## src/ism_map.vh

```
// register map, field positions, reset values and timing counts
`ifndef ISM_MAP_VH
`define ISM_MAP_VH

`define ISM_ADDR_CTRL 8'h00
`define ISM_ADDR_CFG 8'h04
`define ISM_ADDR_STATUS 8'h08
`define ISM_ADDR_TSTAMP 8'h0C
`define ISM_ADDR_EVCOUNT 8'h10
`define ISM_ADDR_EVDATA 8'h14
`define ISM_ADDR_IRQ_STAT 8'h18
`define ISM_ADDR_IRQ_MASK 8'h1C

`define ISM_CTRL_RUN 0
`define ISM_CFG_SINGLE_LSB 0
`define ISM_CFG_SEL_LSB 8
`define ISM_CFG_RESET 32'h00000000
`define ISM_SINGLE_RESET 5'h00

`define ISM_SEL_BOTH0 2'h0
`define ISM_SEL_ON 2'h1
`define ISM_SEL_OFF 2'h2
`define ISM_SEL_BOTH 2'h3

`define ISM_ST_INTER 2'h0
`define ISM_ST_OPEN 2'h1
`define ISM_ST_CLOSED 2'h2
`define ISM_ST_BAD 2'h3

`define ISM_IRQ_STORED 0
`define ISM_IRQ_LOST 1
`define ISM_IRQ_CHANGE 2

`define ISM_NUM_INST 5
`define ISM_NUM_EV 40
`define ISM_BUF_DEPTH 16
`define ISM_BUF_AW 4

`define ISM_CLK_NS 10
`define ISM_STAMP_NS 1000000
`define ISM_MS_CYCLES (`ISM_STAMP_NS / `ISM_CLK_NS)

`endif

```

## src/ism_decode.v

```verilog
// one indicator instance: input synchroniser, status decode, edge events
`timescale 1ns/1ps
`include "ism_map.vh"

module ism_decode (
	input wire clock,
	input wire rst,
	input wire open_pin,
	input wire close_pin,
	input wire single_mode,
	output wire [1:0] status,
	output wire [7:0] ev
);
	reg [1:0] open_sync_q;
	reg [1:0] close_sync_q;
	reg [1:0] status_q;
	reg [1:0] status_d;
	reg [1:0] prev_q;
	wire open_s;
	wire close_s;
	wire [3:0] cur_hot;
	wire [3:0] prev_hot;

	always @(posedge clock or posedge rst) begin
		if (rst) begin
			open_sync_q <= 2'h0;
			close_sync_q <= 2'h0;
		end else begin
			open_sync_q <= {open_sync_q[0], open_pin};
			close_sync_q <= {close_sync_q[0], close_pin};
		end
	end

	assign open_s = open_sync_q[1];
	// one-input monitoring: the closed contact is the inverted open one
	assign close_s = single_mode ? ~open_sync_q[1] : close_sync_q[1];

	always @* begin
		if (open_s && close_s)
			status_d = `ISM_ST_BAD;
		else if (open_s)
			status_d = `ISM_ST_OPEN;
		else if (close_s)
			status_d = `ISM_ST_CLOSED;
		else
			status_d = `ISM_ST_INTER;
	end

	always @(posedge clock or posedge rst) begin
		if (rst) begin
			status_q <= `ISM_ST_INTER;
			prev_q <= `ISM_ST_INTER;
		end else begin
			status_q <= status_d;
			prev_q <= status_q;
		end
	end

	assign status = status_q;
	assign cur_hot = 4'h1 << status_q;
	assign prev_hot = 4'h1 << prev_q;

	// ev[2s+1] = state s became active, ev[2s] = state s went inactive
	genvar s;
	generate
		for (s = 0; s < 4; s = s + 1) begin : g_ev
			assign ev[2*s+1] = cur_hot[s] & ~prev_hot[s];
			assign ev[2*s] = prev_hot[s] & ~cur_hot[s];
		end
	endgenerate
endmodule

```

## src/ism_evbuf.v

```verilog
// shared event buffer, a small first-in first-out store
`timescale 1ns/1ps
`include "ism_map.vh"

module ism_evbuf (
	input wire clock,
	input wire rst,
	input wire wr_en,
	input wire [31:0] din,
	input wire rd_en,
	output wire [31:0] dout,
	output wire [4:0] count,
	output wire full,
	output wire empty
);
	reg [31:0] mem [0:`ISM_BUF_DEPTH-1];
	reg [`ISM_BUF_AW-1:0] wr_ptr_q;
	reg [`ISM_BUF_AW-1:0] rd_ptr_q;
	reg [4:0] count_q;
	wire do_wr;
	wire do_rd;

	assign full = (count_q == 5'h10);
	assign empty = (count_q == 5'h00);
	assign do_wr = wr_en & ~full;
	assign do_rd = rd_en & ~empty;
	assign dout = empty ? 32'h00000000 : mem[rd_ptr_q];
	assign count = count_q;

	always @(posedge clock) begin
		if (do_wr)
			mem[wr_ptr_q] <= din;
	end

	always @(posedge clock or posedge rst) begin
		if (rst) begin
			wr_ptr_q <= 4'h0;
			rd_ptr_q <= 4'h0;
			count_q <= 5'h00;
		end else begin
			if (do_wr)
				wr_ptr_q <= wr_ptr_q + 4'h1;
			if (do_rd)
				rd_ptr_q <= rd_ptr_q + 4'h1;
			if (do_wr && !do_rd)
				count_q <= count_q + 5'h01;
			else if (do_rd && !do_wr)
				count_q <= count_q - 5'h01;
		end
	end
endmodule

```

## src/ism_top.v

```verilog
// indicator status monitor: five instances, event buffer, AHB-Lite slave
`timescale 1ns/1ps
`include "ism_map.vh"

// Operation
// - status codes: intermediate 0, open 1, closed 2, bad 3
// - neither input active gives intermediate
// - both inputs active gives bad
// - position inputs are active high
// - ON and OFF events per state into buffer
// - event time stamps count milliseconds
// - select ON only, OFF only, or both
// - current status reported as ON events when started, except with OFF only selected
// - no command output, only status and events
// - single input mode inverts open into closed
// - five independent monitoring instances
// - settings change only while stopped; the interrupt mask can still be written while running
module ism_top #(
	parameter integer MS_CYCLES = `ISM_MS_CYCLES
) (
	input wire clock,
	input wire rst,
	input wire hsel,
	input wire [31:0] haddr,
	input wire [1:0] htrans,
	input wire hwrite,
	input wire [2:0] hsize,
	input wire [31:0] hwdata,
	input wire hready,
	output wire hreadyout,
	output wire [31:0] hrdata,
	output wire hresp,
	input wire [4:0] open_in,
	input wire [4:0] close_in,
	output wire [9:0] status_out,
	output wire irq
);
	localparam integer MS_LAST_I = MS_CYCLES - 1;
	localparam [16:0] MS_LAST = MS_LAST_I[16:0];

	// bus slave state
	reg [7:0] a_addr_q;
	reg a_wr_q;
	reg dph_q;
	reg hreadyout_q;
	reg [31:0] hrdata_q;
	reg hresp_q;
	reg [31:0] rdata;
	wire acc;
	wire wr_stb;
	wire rd_stb;

	// software-visible state
	reg run_q;
	reg run_prev_q;
	reg [4:0] single_q;
	reg [1:0] sel_q;
	reg [2:0] ist_q;
	reg [2:0] ist_d;
	reg [2:0] imask_q;
	reg irq_q;

	// time base
	reg [16:0] tick_q;
	reg [31:0] ms_q;

	// event path
	// slot index: 8 x instance + 2 x state + ON flag
	reg [39:0] pend_q;
	reg [39:0] pend_d;
	reg [39:0] clr;
	reg [5:0] pick_idx;
	reg pick_vld;
	integer k;
	wire [39:0] ev_raw;
	wire [39:0] rep;
	wire [39:0] allow;
	wire [39:0] new_ev;
	wire [9:0] stat;
	wire run_rise;
	wire grant;
	wire lost;
	wire pop;
	wire [31:0] entry;
	wire [31:0] buf_dout;
	wire [4:0] buf_count;
	wire buf_full;
	wire allow_on;
	wire allow_off;

	// each instance owns its synchroniser, decode and edge detection
	genvar i;
	generate
		for (i = 0; i < `ISM_NUM_INST; i = i + 1) begin : g_inst
			ism_decode u_dec (
				.clock(clock),
				.rst(rst),
				.open_pin(open_in[i]),
				.close_pin(close_in[i]),
				.single_mode(single_q[i]),
				.status(stat[2*i+1:2*i]),
				.ev(ev_raw[8*i+7:8*i])
			);
			// start of operation: one ON event for the state now held
			assign rep[8*i+7:8*i] = run_rise ?
				(8'h02 << {stat[2*i+1:2*i], 1'b0}) : 8'h00;
		end
	endgenerate

	// status leaves straight from the decoder flops; nothing else goes out
	assign status_out = stat;

	// AHB-Lite: one wait state so read data comes from a flop
	// a transfer is taken when selected, active and the bus is ready;
	// hreadyout drops for exactly one cycle of its data phase
	// hresp stays OKAY; unmapped offsets read zero and ignore writes
	assign acc = hsel & htrans[1] & hready;
	assign wr_stb = dph_q & a_wr_q;
	assign rd_stb = dph_q & ~a_wr_q;
	assign hreadyout = hreadyout_q;
	assign hrdata = hrdata_q;
	assign hresp = hresp_q;

	always @(posedge clock or posedge rst) begin
		if (rst) begin
			a_addr_q <= 8'h00;
			a_wr_q <= 1'b0;
			dph_q <= 1'b0;
			hreadyout_q <= 1'b1;
			hresp_q <= 1'b0;
		end else begin
			hresp_q <= 1'b0;
			if (acc) begin
				a_addr_q <= haddr[7:0];
				a_wr_q <= hwrite;
				dph_q <= 1'b1;
				hreadyout_q <= 1'b0;
			end else if (dph_q) begin
				dph_q <= 1'b0;
				hreadyout_q <= 1'b1;
			end
		end
	end

	always @* begin
		if (a_addr_q == `ISM_ADDR_CTRL)
			rdata = {31'h00000000, run_q};
		else if (a_addr_q == `ISM_ADDR_CFG)
			rdata = {22'h000000, sel_q, 3'h0, single_q};
		else if (a_addr_q == `ISM_ADDR_STATUS)
			rdata = {22'h000000, stat};
		else if (a_addr_q == `ISM_ADDR_TSTAMP)
			rdata = ms_q;
		else if (a_addr_q == `ISM_ADDR_EVCOUNT)
			rdata = {27'h0000000, buf_count};
		else if (a_addr_q == `ISM_ADDR_EVDATA)
			rdata = buf_dout;
		else if (a_addr_q == `ISM_ADDR_IRQ_STAT)
			rdata = {29'h00000000, ist_q};
		else if (a_addr_q == `ISM_ADDR_IRQ_MASK)
			rdata = {29'h00000000, imask_q};
		else
			rdata = 32'h00000000;
	end

	// hrdata holds the last read value until the next read
	always @(posedge clock or posedge rst) begin
		if (rst)
			hrdata_q <= 32'h00000000;
		else if (rd_stb)
			hrdata_q <= rdata;
	end

	// reading the event data register pops the oldest entry
	assign pop = rd_stb & (a_addr_q == `ISM_ADDR_EVDATA);

	// control and configuration
	// clearing run stops new events; stored entries stay readable
	always @(posedge clock or posedge rst) begin
		if (rst) begin
			run_q <= 1'b0;
			run_prev_q <= 1'b0;
			single_q <= `ISM_SINGLE_RESET;
			sel_q <= `ISM_SEL_BOTH0;
			imask_q <= 3'h0;
		end else begin
			run_prev_q <= run_q;
			if (wr_stb && a_addr_q == `ISM_ADDR_CTRL)
				run_q <= hwdata[`ISM_CTRL_RUN];
			// settings are frozen while the monitor runs
			if (wr_stb && a_addr_q == `ISM_ADDR_CFG && !run_q) begin
				single_q <= hwdata[`ISM_CFG_SINGLE_LSB+4:`ISM_CFG_SINGLE_LSB];
				sel_q <= hwdata[`ISM_CFG_SEL_LSB+1:`ISM_CFG_SEL_LSB];
			end
			if (wr_stb && a_addr_q == `ISM_ADDR_IRQ_MASK)
				imask_q <= hwdata[2:0];
		end
	end

	assign run_rise = run_q & ~run_prev_q;

	// millisecond time stamp
	// counts from reset, one step per MS_CYCLES clock periods
	always @(posedge clock or posedge rst) begin
		if (rst) begin
			tick_q <= 17'h00000;
			ms_q <= 32'h00000000;
		end else if (tick_q == MS_LAST) begin
			tick_q <= 17'h00000;
			ms_q <= ms_q + 32'h00000001;
		end else begin
			tick_q <= tick_q + 17'h00001;
		end
	end

	// edge selection: odd bits are ON events, even bits OFF events
	// select 0 is treated like 3: both kinds are stored
	assign allow_on = (sel_q != `ISM_SEL_OFF);
	assign allow_off = (sel_q != `ISM_SEL_ON);
	generate
		for (i = 0; i < `ISM_NUM_EV / 2; i = i + 1) begin : g_allow
			assign allow[2*i+1] = allow_on;
			assign allow[2*i] = allow_off;
		end
	endgenerate

	// nothing is queued while the monitor is stopped
	assign new_ev = (ev_raw | rep) & allow & {40{run_q}};

	// lowest pending index goes first, one entry per clock
	// while the buffer is full the pending slots simply wait
	always @* begin
		pick_idx = 6'h00;
		pick_vld = 1'b0;
		for (k = `ISM_NUM_EV - 1; k >= 0; k = k - 1) begin
			if (pend_q[k]) begin
				pick_idx = k[5:0];
				pick_vld = 1'b1;
			end
		end
	end

	assign grant = pick_vld & ~buf_full;

	always @* begin
		clr = 40'h0000000000;
		if (grant)
			clr[pick_idx] = 1'b1;
		pend_d = (pend_q & ~clr) | new_ev;
	end

	// an event whose slot is still waiting is lost
	assign lost = |(new_ev & pend_q & ~clr);

	always @(posedge clock or posedge rst) begin
		if (rst)
			pend_q <= 40'h0000000000;
		else
			pend_q <= pend_d;
	end

	// entry: stamp, instance, state, ON flag
	assign entry = {ms_q[23:0], pick_idx[5:3], pick_idx[2:1], pick_idx[0],
		2'h0};

	ism_evbuf u_buf (
		.clock(clock),
		.rst(rst),
		.wr_en(grant),
		.din(entry),
		.rd_en(pop),
		.dout(buf_dout),
		.count(buf_count),
		.full(buf_full),
		.empty()
	);

	// sticky interrupt status, write one to clear, new event wins
	always @* begin
		ist_d = ist_q;
		if (wr_stb && a_addr_q == `ISM_ADDR_IRQ_STAT)
			ist_d = ist_q & ~hwdata[2:0];
		if (grant)
			ist_d[`ISM_IRQ_STORED] = 1'b1;
		if (lost)
			ist_d[`ISM_IRQ_LOST] = 1'b1;
		if (|ev_raw)
			ist_d[`ISM_IRQ_CHANGE] = 1'b1;
	end

	always @(posedge clock or posedge rst) begin
		if (rst) begin
			ist_q <= 3'h0;
			irq_q <= 1'b0;
		end else begin
			ist_q <= ist_d;
			irq_q <= |(ist_q & imask_q);
		end
	end

	// registered, so irq follows an unmasked status bit by one cycle
	assign irq = irq_q;
endmodule

```

## config.mk

```make
export PLATFORM = sky130hd
export DESIGN_NAME = ism_top
export DESIGN_NICKNAME = d
export VERILOG_FILES = /design/src/ism_decode.v /design/src/ism_evbuf.v /design/src/ism_top.v
export VERILOG_INCLUDE_DIRS = /design/src
export SDC_FILE = /design/constraint.sdc
export NUM_CORES = 1
export LEC_CHECK = 0
export ABC_AREA = 1
export BUFFER_PORTS_ARGS = -buffer_cell sky130_fd_sc_hd__buf_2
export CAP_MARGIN = 20
export CORE_ASPECT_RATIO = 1.1
export CORE_UTILIZATION = 55
export DETAILED_ROUTE_END_ITERATION = 16
export PLACE_DENSITY = 0.72
export SLEW_MARGIN = 20
export SYNTH_ARGS = -nofsm -noshare
export SYNTH_HDL_FRONTEND = slang
export SYNTH_SLANG_ARGS = --single-unit
```

## constraint.sdc

```tcl
create_clock -name clock -period 17.4 [get_ports clock]
set_input_delay 0.87 -clock clock [delete_from_list [all_inputs] [get_ports clock]]
set_output_delay 0.87 -clock clock [all_outputs]
set_load 0.01 [all_outputs]
```

# --- Yosys cells after proc, flatten, opt, wreduce, memory -nomap -nowiden ---
# Memory sizes are Yosys's and may differ from the RTL's.
# Index checks and enable logic that the tools add are counted.
classes:
  n_addsub: 6
  shifts: 15
  bitwise: 109
  mux: 129
  magnitude_cmp: 2
  eq_ne: 11
  reduce_logical: 26
op_table:
  columns: ["operator", "count"]
  rows:
  - ["$mux W6", 40]
  - ["$mux W32", 7]
  - ["$and A40 B40 Y40", 5]
  - ["$or A40 B40 Y40", 2]
  - ["$reduce_or A40 Y1", 2]
  - ["$mux W1", 54]
  - ["$and A1 B1 Y1", 49]
  - ["$not A1 Y1", 49]
  - ["$mux W40", 1]
  - ["$mux W8", 5]
  - ["$not A40 Y40", 1]
  - ["$shl A1 B2 Y4 const A", 10]
  - ["$shl A2 B3 Y8 const A", 5]
  - ["$add A32 B1 Y32 const B", 1]
  - ["$eq A8 B5 Y1 const B", 4]
  - ["$mux W2", 15]
  - ["$add A17 B1 Y17 const B", 1]
  - ["$eq A17 B17 Y1 const B", 1]
  - ["$mux W17", 1]
  - ["$eq A8 B4 Y1 const B", 2]
  - ["$logic_and A1 B1 Y1", 13]
  - ["$mux W5", 2]
  - ["$reduce_bool A2 Y1", 5]
  - ["$mux W3", 3]
  - ["other kinds (16)", 20]
totals:
  ramBits: 480
  in_bits: 84
  register_bits: 201
  memories: 1
  elab_cells: 339
  output_inout_bits: 45
mem_list:
  columns: ["memory", "depth", "word_bits", "rd", "rd_clocked_by_memory_dff", "wr", "line", "source"]
  rows:
  - ["u_buf.mem", 16, 30, 1, 0, 1, "ism_evbuf.v:16", "reg [31:0] mem [0:`ISM_BUF_DEPTH-1];"]

# --- Longest topological paths before layout ---
depth:
  depth_word: 49
  depth_mapped: 49
  mapped_depth_nobuf: 48

# --- Modules after synthesis ---
# From an unflattened synthesis, not the netlist that was laid out.
unflattened:
  cells_unflattened: 3152
  area_unflattened_um2: 31433.9
modules_own_cells:
  columns: ["mod", "area_per_inst_um2", "instances", "seq_area_each_um2", "cells_per_inst"]
  rows:
  - ["ism_evbuf", 21480.6, 1, 15700.1, 1798]
  - ["ism_top", 8339.2, 1, 3704.8, 1154]
  - ["ism_decode", 322.8, 5, 200.2, 40]

# --- Least setup slack after synthesis ---
# No wires, ideal clock.
synth_timing:
  kind: "register -> register"
  startpoint: "register pend_q[38]"
  endpoint: "register ist_q[1]"
  t_arrival_ns: 2.882
  stages_incl_launch_ff: 50
  path_buffers: 1
  required_time_ns: 17.275
  period_less_slack_ns: 3.007
  path_slack_ns: 14.393
  setup_ns: 0.125
  path_cell_list: "dfrtp_1 -> inv_1 -> nand2_1 -> nand2_1 -> nand2_1 -> nand2_1 -> nand2_1 -> nand2_1 -> nand2_1 -> nand2_1 -> nand2_1 -> nand2_1 -> nand2_1 -> nand2_1 -> nand2_1 -> nand2_1 -> nand2_1 -> nand2_1 -> [14 not listed] -> nand2_1 -> nand2_1 -> nand2_1 -> nand2_1 -> nand2_1 -> nand2_1 -> nand2_2 -> nand2_4 -> nand2_4 -> buf_6 -> inv_2 -> nand3_1 -> nand3_1 -> nand2_1 -> inv_2 -> nand2_1 -> nor2_1 -> nand3_1"
synth_between:
  elab_chain_cells: 48
  elab_cells_between_ends: 91
  cone_classes: "order compare: 2; mux: 82; bitwise: 4; reduce/logical: 3"
synth_rtl:
  columns: ["element", "line", "source"]
  rows:
  - ["start: declaration", "ism_top.v:69", "reg [39:0] pend_q;"]
  - ["start signal: assignment", "ism_top.v:259", "pend_q <= pend_d;"]
  - ["$mux W6 * (39 in series)", "ism_top.v:236", "if (pend_q[k]) begin"]
  - ["net pick_idx[0]", "ism_top.v:72", "reg [5:0] pick_idx;"]
  - ["$lt A6 B7 Y1 (implied by the code) or $ge A6 B1 Y1 (tied branches)", "ism_top.v:248", "clr[pick_idx] = 1'b1;"]
  - ["$logic_and A1 B1 Y1 (implied by the code)", "ism_top.v:248", null]
  - ["$mux W1 (implied by the code)", "ism_top.v:248", null]
  - ["$demux W1 S6 *", "ism_top.v:248", null]
  - ["$mux W40 *", "ism_top.v:247", "if (grant)"]
  - ["$not A40 Y40 *", "ism_top.v:253", "assign lost = |(new_ev & pend_q & ~clr);"]
  - ["$and A40 B40 Y40 *", "ism_top.v:253", null]
  - ["$reduce_or A40 Y1 *", "ism_top.v:253", null]
  - ["$mux W1 or $reduce_bool A2 Y1 (tied branches)", null, null]
  - ["end signal: assignment", "ism_top.v:296", "ist_q <= ist_d;"]
  - ["end: declaration", "ism_top.v:58", "reg [2:0] ist_q;"]
# Mark *: on every way through the listed nets, which the timed path passes. The rest lies on a longest branch.
# A chain may end at the register's enable or synchronous reset.

# --- Final worst setup path ---
layout_timing:
  startpoint: "register ms_q[2]"
  endpoint: "register ms_q[30]"
layout_between:
  elab_chain_cells: 1
layout_rtl:
  columns: ["element", "line", "source"]
  rows:
  - ["start: declaration", "ism_top.v:65", "reg [31:0] ms_q;"]
  - ["start signal: assignment", "ism_top.v:210", "ms_q <= ms_q + 32'h00000001;"]
  - ["$add A32 B1 Y32", "ism_top.v:210", null]
# No other way between the ends.

==> tab_implementation.tex <==
\begin{tabular}{lr}
\hline
Metric & Value \\
\hline
\multicolumn{2}{l}{\textbf{Setup path}} \\
Data arrival at the endpoint of the critical path & 4880 ps \\
Critical-path maximum fanout & 18 \\
Required time of the critical path & 17950 ps \\
Setup Crit Path Kind & flop to flop \\
Kind of start point of the critical path & flop \\
Kind of end point of the critical path & flop \\
\multicolumn{2}{l}{\textbf{CTS}} \\
Maximum clock insertion buffer count & 3 \\
Deepest level of the CTS H-tree & 2 \\
Count of cells resized by post-cts repair & 0 \\
Post-CTS Setup Bufs & 0 \\
Insertion delay of the later-clocked pin in the worst-skew pair & 660 ps \\
TritonCTS clock tree & yes \\
Clock slew at reported path FFs & 70 ps \\
Sinks on the clock net & 681 \\
Cts-stage hold buffer count & 0 \\
Master cell of the clock root buffer & clkbuf\_16 \\
CTS buffer count & 61 \\
\multicolumn{2}{l}{\textbf{Drt}} \\
First-pass DRT Iterations & 6 \\
Avg WL per Cell & 22.3 um \\
DRC errors left & 0 \\
Detailed Route WL & 76500 um \\
Vias after detailed routing & 20914 \\
DRT iter0 DRCs & 2274 \\
Antenna violation net count after detailed routing & 0 \\
Vias per Instance & 6.09 \\
\multicolumn{2}{l}{\textbf{Yosys}} \\
Syn Std Cell Area & 0.0292 sq mm \\
Flops \& latches, synth & 681 \\
Share of the yosys chip area belonging to registers & 66.6\% \\
Count of flip-flops with a built-in enable after synthesis & 480 \\
Count of mapped cells out of synthesis & 2656 \\
Syn\_nets & 2792 \\
Unique masters post-synth & 44 \\
Flip-flop cell with the highest count after synthesis & edfxtp\_1 \\
Average cell area after synthesis & 11.0 sq um \\
Share of async-settable or async-resettable flops after synthesis & 29.5\% \\
Synthesis Warnings & 0 \\
\multicolumn{2}{l}{\textbf{Die}} \\
Die Y-Extent & 244 um \\
Placeable core area & 0.0524 sq mm \\
Starting density of the core & 55.7\% \\
Width of the chip & 222 um \\
Die Area & 0.0540 sq mm \\
Number of standard-cell rows in the floorplan & 88 \\
Number of I/O pins & 129 \\
\multicolumn{2}{l}{\textbf{Power}} \\
Total Power Consumption & 4300 uW \\
Clock power frac & 33.3\% \\
Cell Int Power & 3010 uW \\
Cell area power density & 132 mW/mm\^{}2 \\
Switch Pwr & 1290 uW \\
Combinational cell fraction of total power & 18.2\% \\
Switching Share & 30.1\% \\
Leakage Power & 0.0130 uW \\
Worst vdd ir & 0.0894 mV \\
Part of the total power dissipated in sequential elements & 48.6\% \\
\multicolumn{2}{l}{\textbf{Place}} \\
Worst slack, placed & 13290 ps \\
IO Port Bufs & 74 \\
HPWL after detailed placement & 44200 um \\
Routability congestion estimate from global placement & 0.897 \\
Cells after DPL & 3316 \\
\multicolumn{2}{l}{\textbf{Timing}} \\
Fin Clk Skew & 48.3 ps \\
Final Cycle Share & 24.9\% \\
Final critical-path required period & 4330 ps \\
Final hold vios & 0 \\
Number of pins exceeding their max-slew limit in the final report & 0 \\
Setup-failing EPs final & 0 \\
Worst hold slack & 309 ps \\
Measured slew at the worst slew-check pin & 1210 ps \\
Final sum of negative setup slack & 0 ps \\
Max Fclk & 231 MHz \\
Setup repair after global routing missed its margin & false \\
Setup slack after layout & 13070 ps \\
Max transition margin & 19.2\% \\
\multicolumn{2}{l}{\textbf{GRT}} \\
Global routing usage on met1 & 37.6\% \\
Met3 usage in global routing & 5.19\% \\
Maximum number of pins on one net before global-route repair & 242 \\
Via count of the first global-routing pass & 20571 \\
Global routing met2 resource utilization & 45.6\% \\
Busiest metal layer after global routing & met2 \\
Overflow left after global routing & 0 \\
First-pass GRT wire length & 117000 um \\
Gr usage total & 28.3\% \\
Initial antenna violation count & 1 \\
\multicolumn{2}{l}{\textbf{Min path}} \\
Path category of the worst min-delay check & input port to flop \\
\multicolumn{2}{l}{\textbf{Final layout}} \\
Fraction of final layout cells sized beyond drive strength 1 & 9.68\% \\
Most common cell after layout, fill and taps aside & edfxtp\_1 \\
Area growth from synthesis to layout & 11.4\% \\
Leading cell types in the layout, fill and taps excluded & edfxtp\_1, nor2\_1, o21ai\_0, nand2\_1, inv\_1 \\
Layout Nets & 2840 \\
Number of cells in the finished layout apart from fillers & 3432 \\
Final antenna diode count & 0 \\
\multicolumn{2}{l}{\textbf{Status}} \\
Status & completed \\
\multicolumn{2}{l}{\textbf{Run}} \\
Max\_cap viols & 0 \\
\hline
\end{tabular}
==> sequential cells by signal, summed over array words and instances, names as in the netlist, 4 cells and up <==
register	cells
single_q	5
g_inst.u_dec.open_sync_q	10
u_buf.count	5
g_inst.u_dec.prev_q	10
u_buf.mem	480
pend_q	40
hrdata	32
g_inst.u_dec.close_sync_q	10
g_inst.u_dec.status	10
u_buf.wr_ptr_q	4
ms_q	32
a_addr_q	8
tick_q	17
u_buf.rd_ptr_q	4
==> final timing paths <==
| kind | end | from | slack [ps] | depth (start not counted) |
|---|---|---|---|---|
| max | ms_q[30]$_DFFE_PP0N_ | ms_q[2]$_DFFE_PP0N_ | 13070 | 14 |
| min | g_inst[4].u_dec.open_sync_q[0]$_DFF_PP0_ | open_in[4] | 310 | 1 |
| max reg2reg | ms_q[30]$_DFFE_PP0N_ | ms_q[2]$_DFFE_PP0N_ | 13070 | 14 |
| min reg2reg | g_inst[3].u_dec.open_sync_q[1]$_DFF_PP0_ | g_inst[3].u_dec.open_sync_q[0]$_DFF_PP0_ | 320 | 0 |
| max in group asynchronous | u_buf.rd_ptr_q[0]$_DFFE_PP0P_ | rst | 15460 | 3 |
| min in group asynchronous | tick_q[13]$_DFF_PP0_ | rst | 410 | 2 |
==> cells in the mapped netlist (all sizes together), types with 11 or more instances <==
library cell	instances	area share, %
o22ai	76	1.6
o221ai	40	1.2
o211ai	11	0.28
a22o	19	0.57
nand2	275	3.6
nand3	98	1.7
nor3	33	0.57
clkbuf	116	1.5
xor2	36	1.1
nand4	37	0.79
edfxtp	480	49
inv	230	3.0
dfrtp	200	17
nor2	432	5.6
o21ai	393	6.7
ha	51	2.2
o221a	13	0.50
a21oi	47	0.81
==> cell families after synthesis <==
kind of cell,Yosys count,synth area share (%)
AO/OA/AOI/OAI,632,12.6
XOR/XNOR,41,1.23
adder cells (fa/ha/maj),52,2.25
buffers and inverters,359,4.69
flip-flops,681,66.6
multiplexers,4,0.154
other,1,0.0128
AND/OR/NAND/NOR,886,12.4
==> metal layers <==
layer / part of all wire [%] / up-vias
met5: 0.016 / -
met4: 4.2 / 2
met3: 9.1 / 189
met2: 47 / 1034
met1: 40 / 10224
li1: - / 9465
==> power groups by stage <==
stage,logic (uW),registers (uW),clock network [uW]
floorplan,476,2100,0
global placement,742,2110,0
detailed placement,770,2120,0
CTS,774,2090,1440
global route,845,2100,1500
finish,780,2090,1430
==> final cells by class <==
cell class                 instances  area, sq um
fill                            4011        19900
sequential                       681        19500
multi-input combinational       1616         8520
clock buffer                      70         1620
inverter                         234          892
tap                              675          845
timing repair buffer             110          661
clock inverter                    46          534
==> worst max-delay path, stage by stage, from the launching register on <==
cell and delay (ps):
dfrtp_1 820, inv_1 230, nor3_1 310, nand3_1 110
nor3_1 280, nand3_1 130, nor4_1 540, nand4_1 260
nor3_1 330, nand3_1 170, nor3_1 290, nand3_1 180
nor2_1 230, nand3_1 130, xnor2_1 210
==> metrics by stage <==
step                utilization, %  instance area, sq um
global placement              57.9                 30400
floorplan                        -                 29200
detailed placement            57.9                 30400
global route                  62.1                 32500
finish                        62.1                 32500
CTS                           62.1                 32500
(Power assumes the default switching activity.)
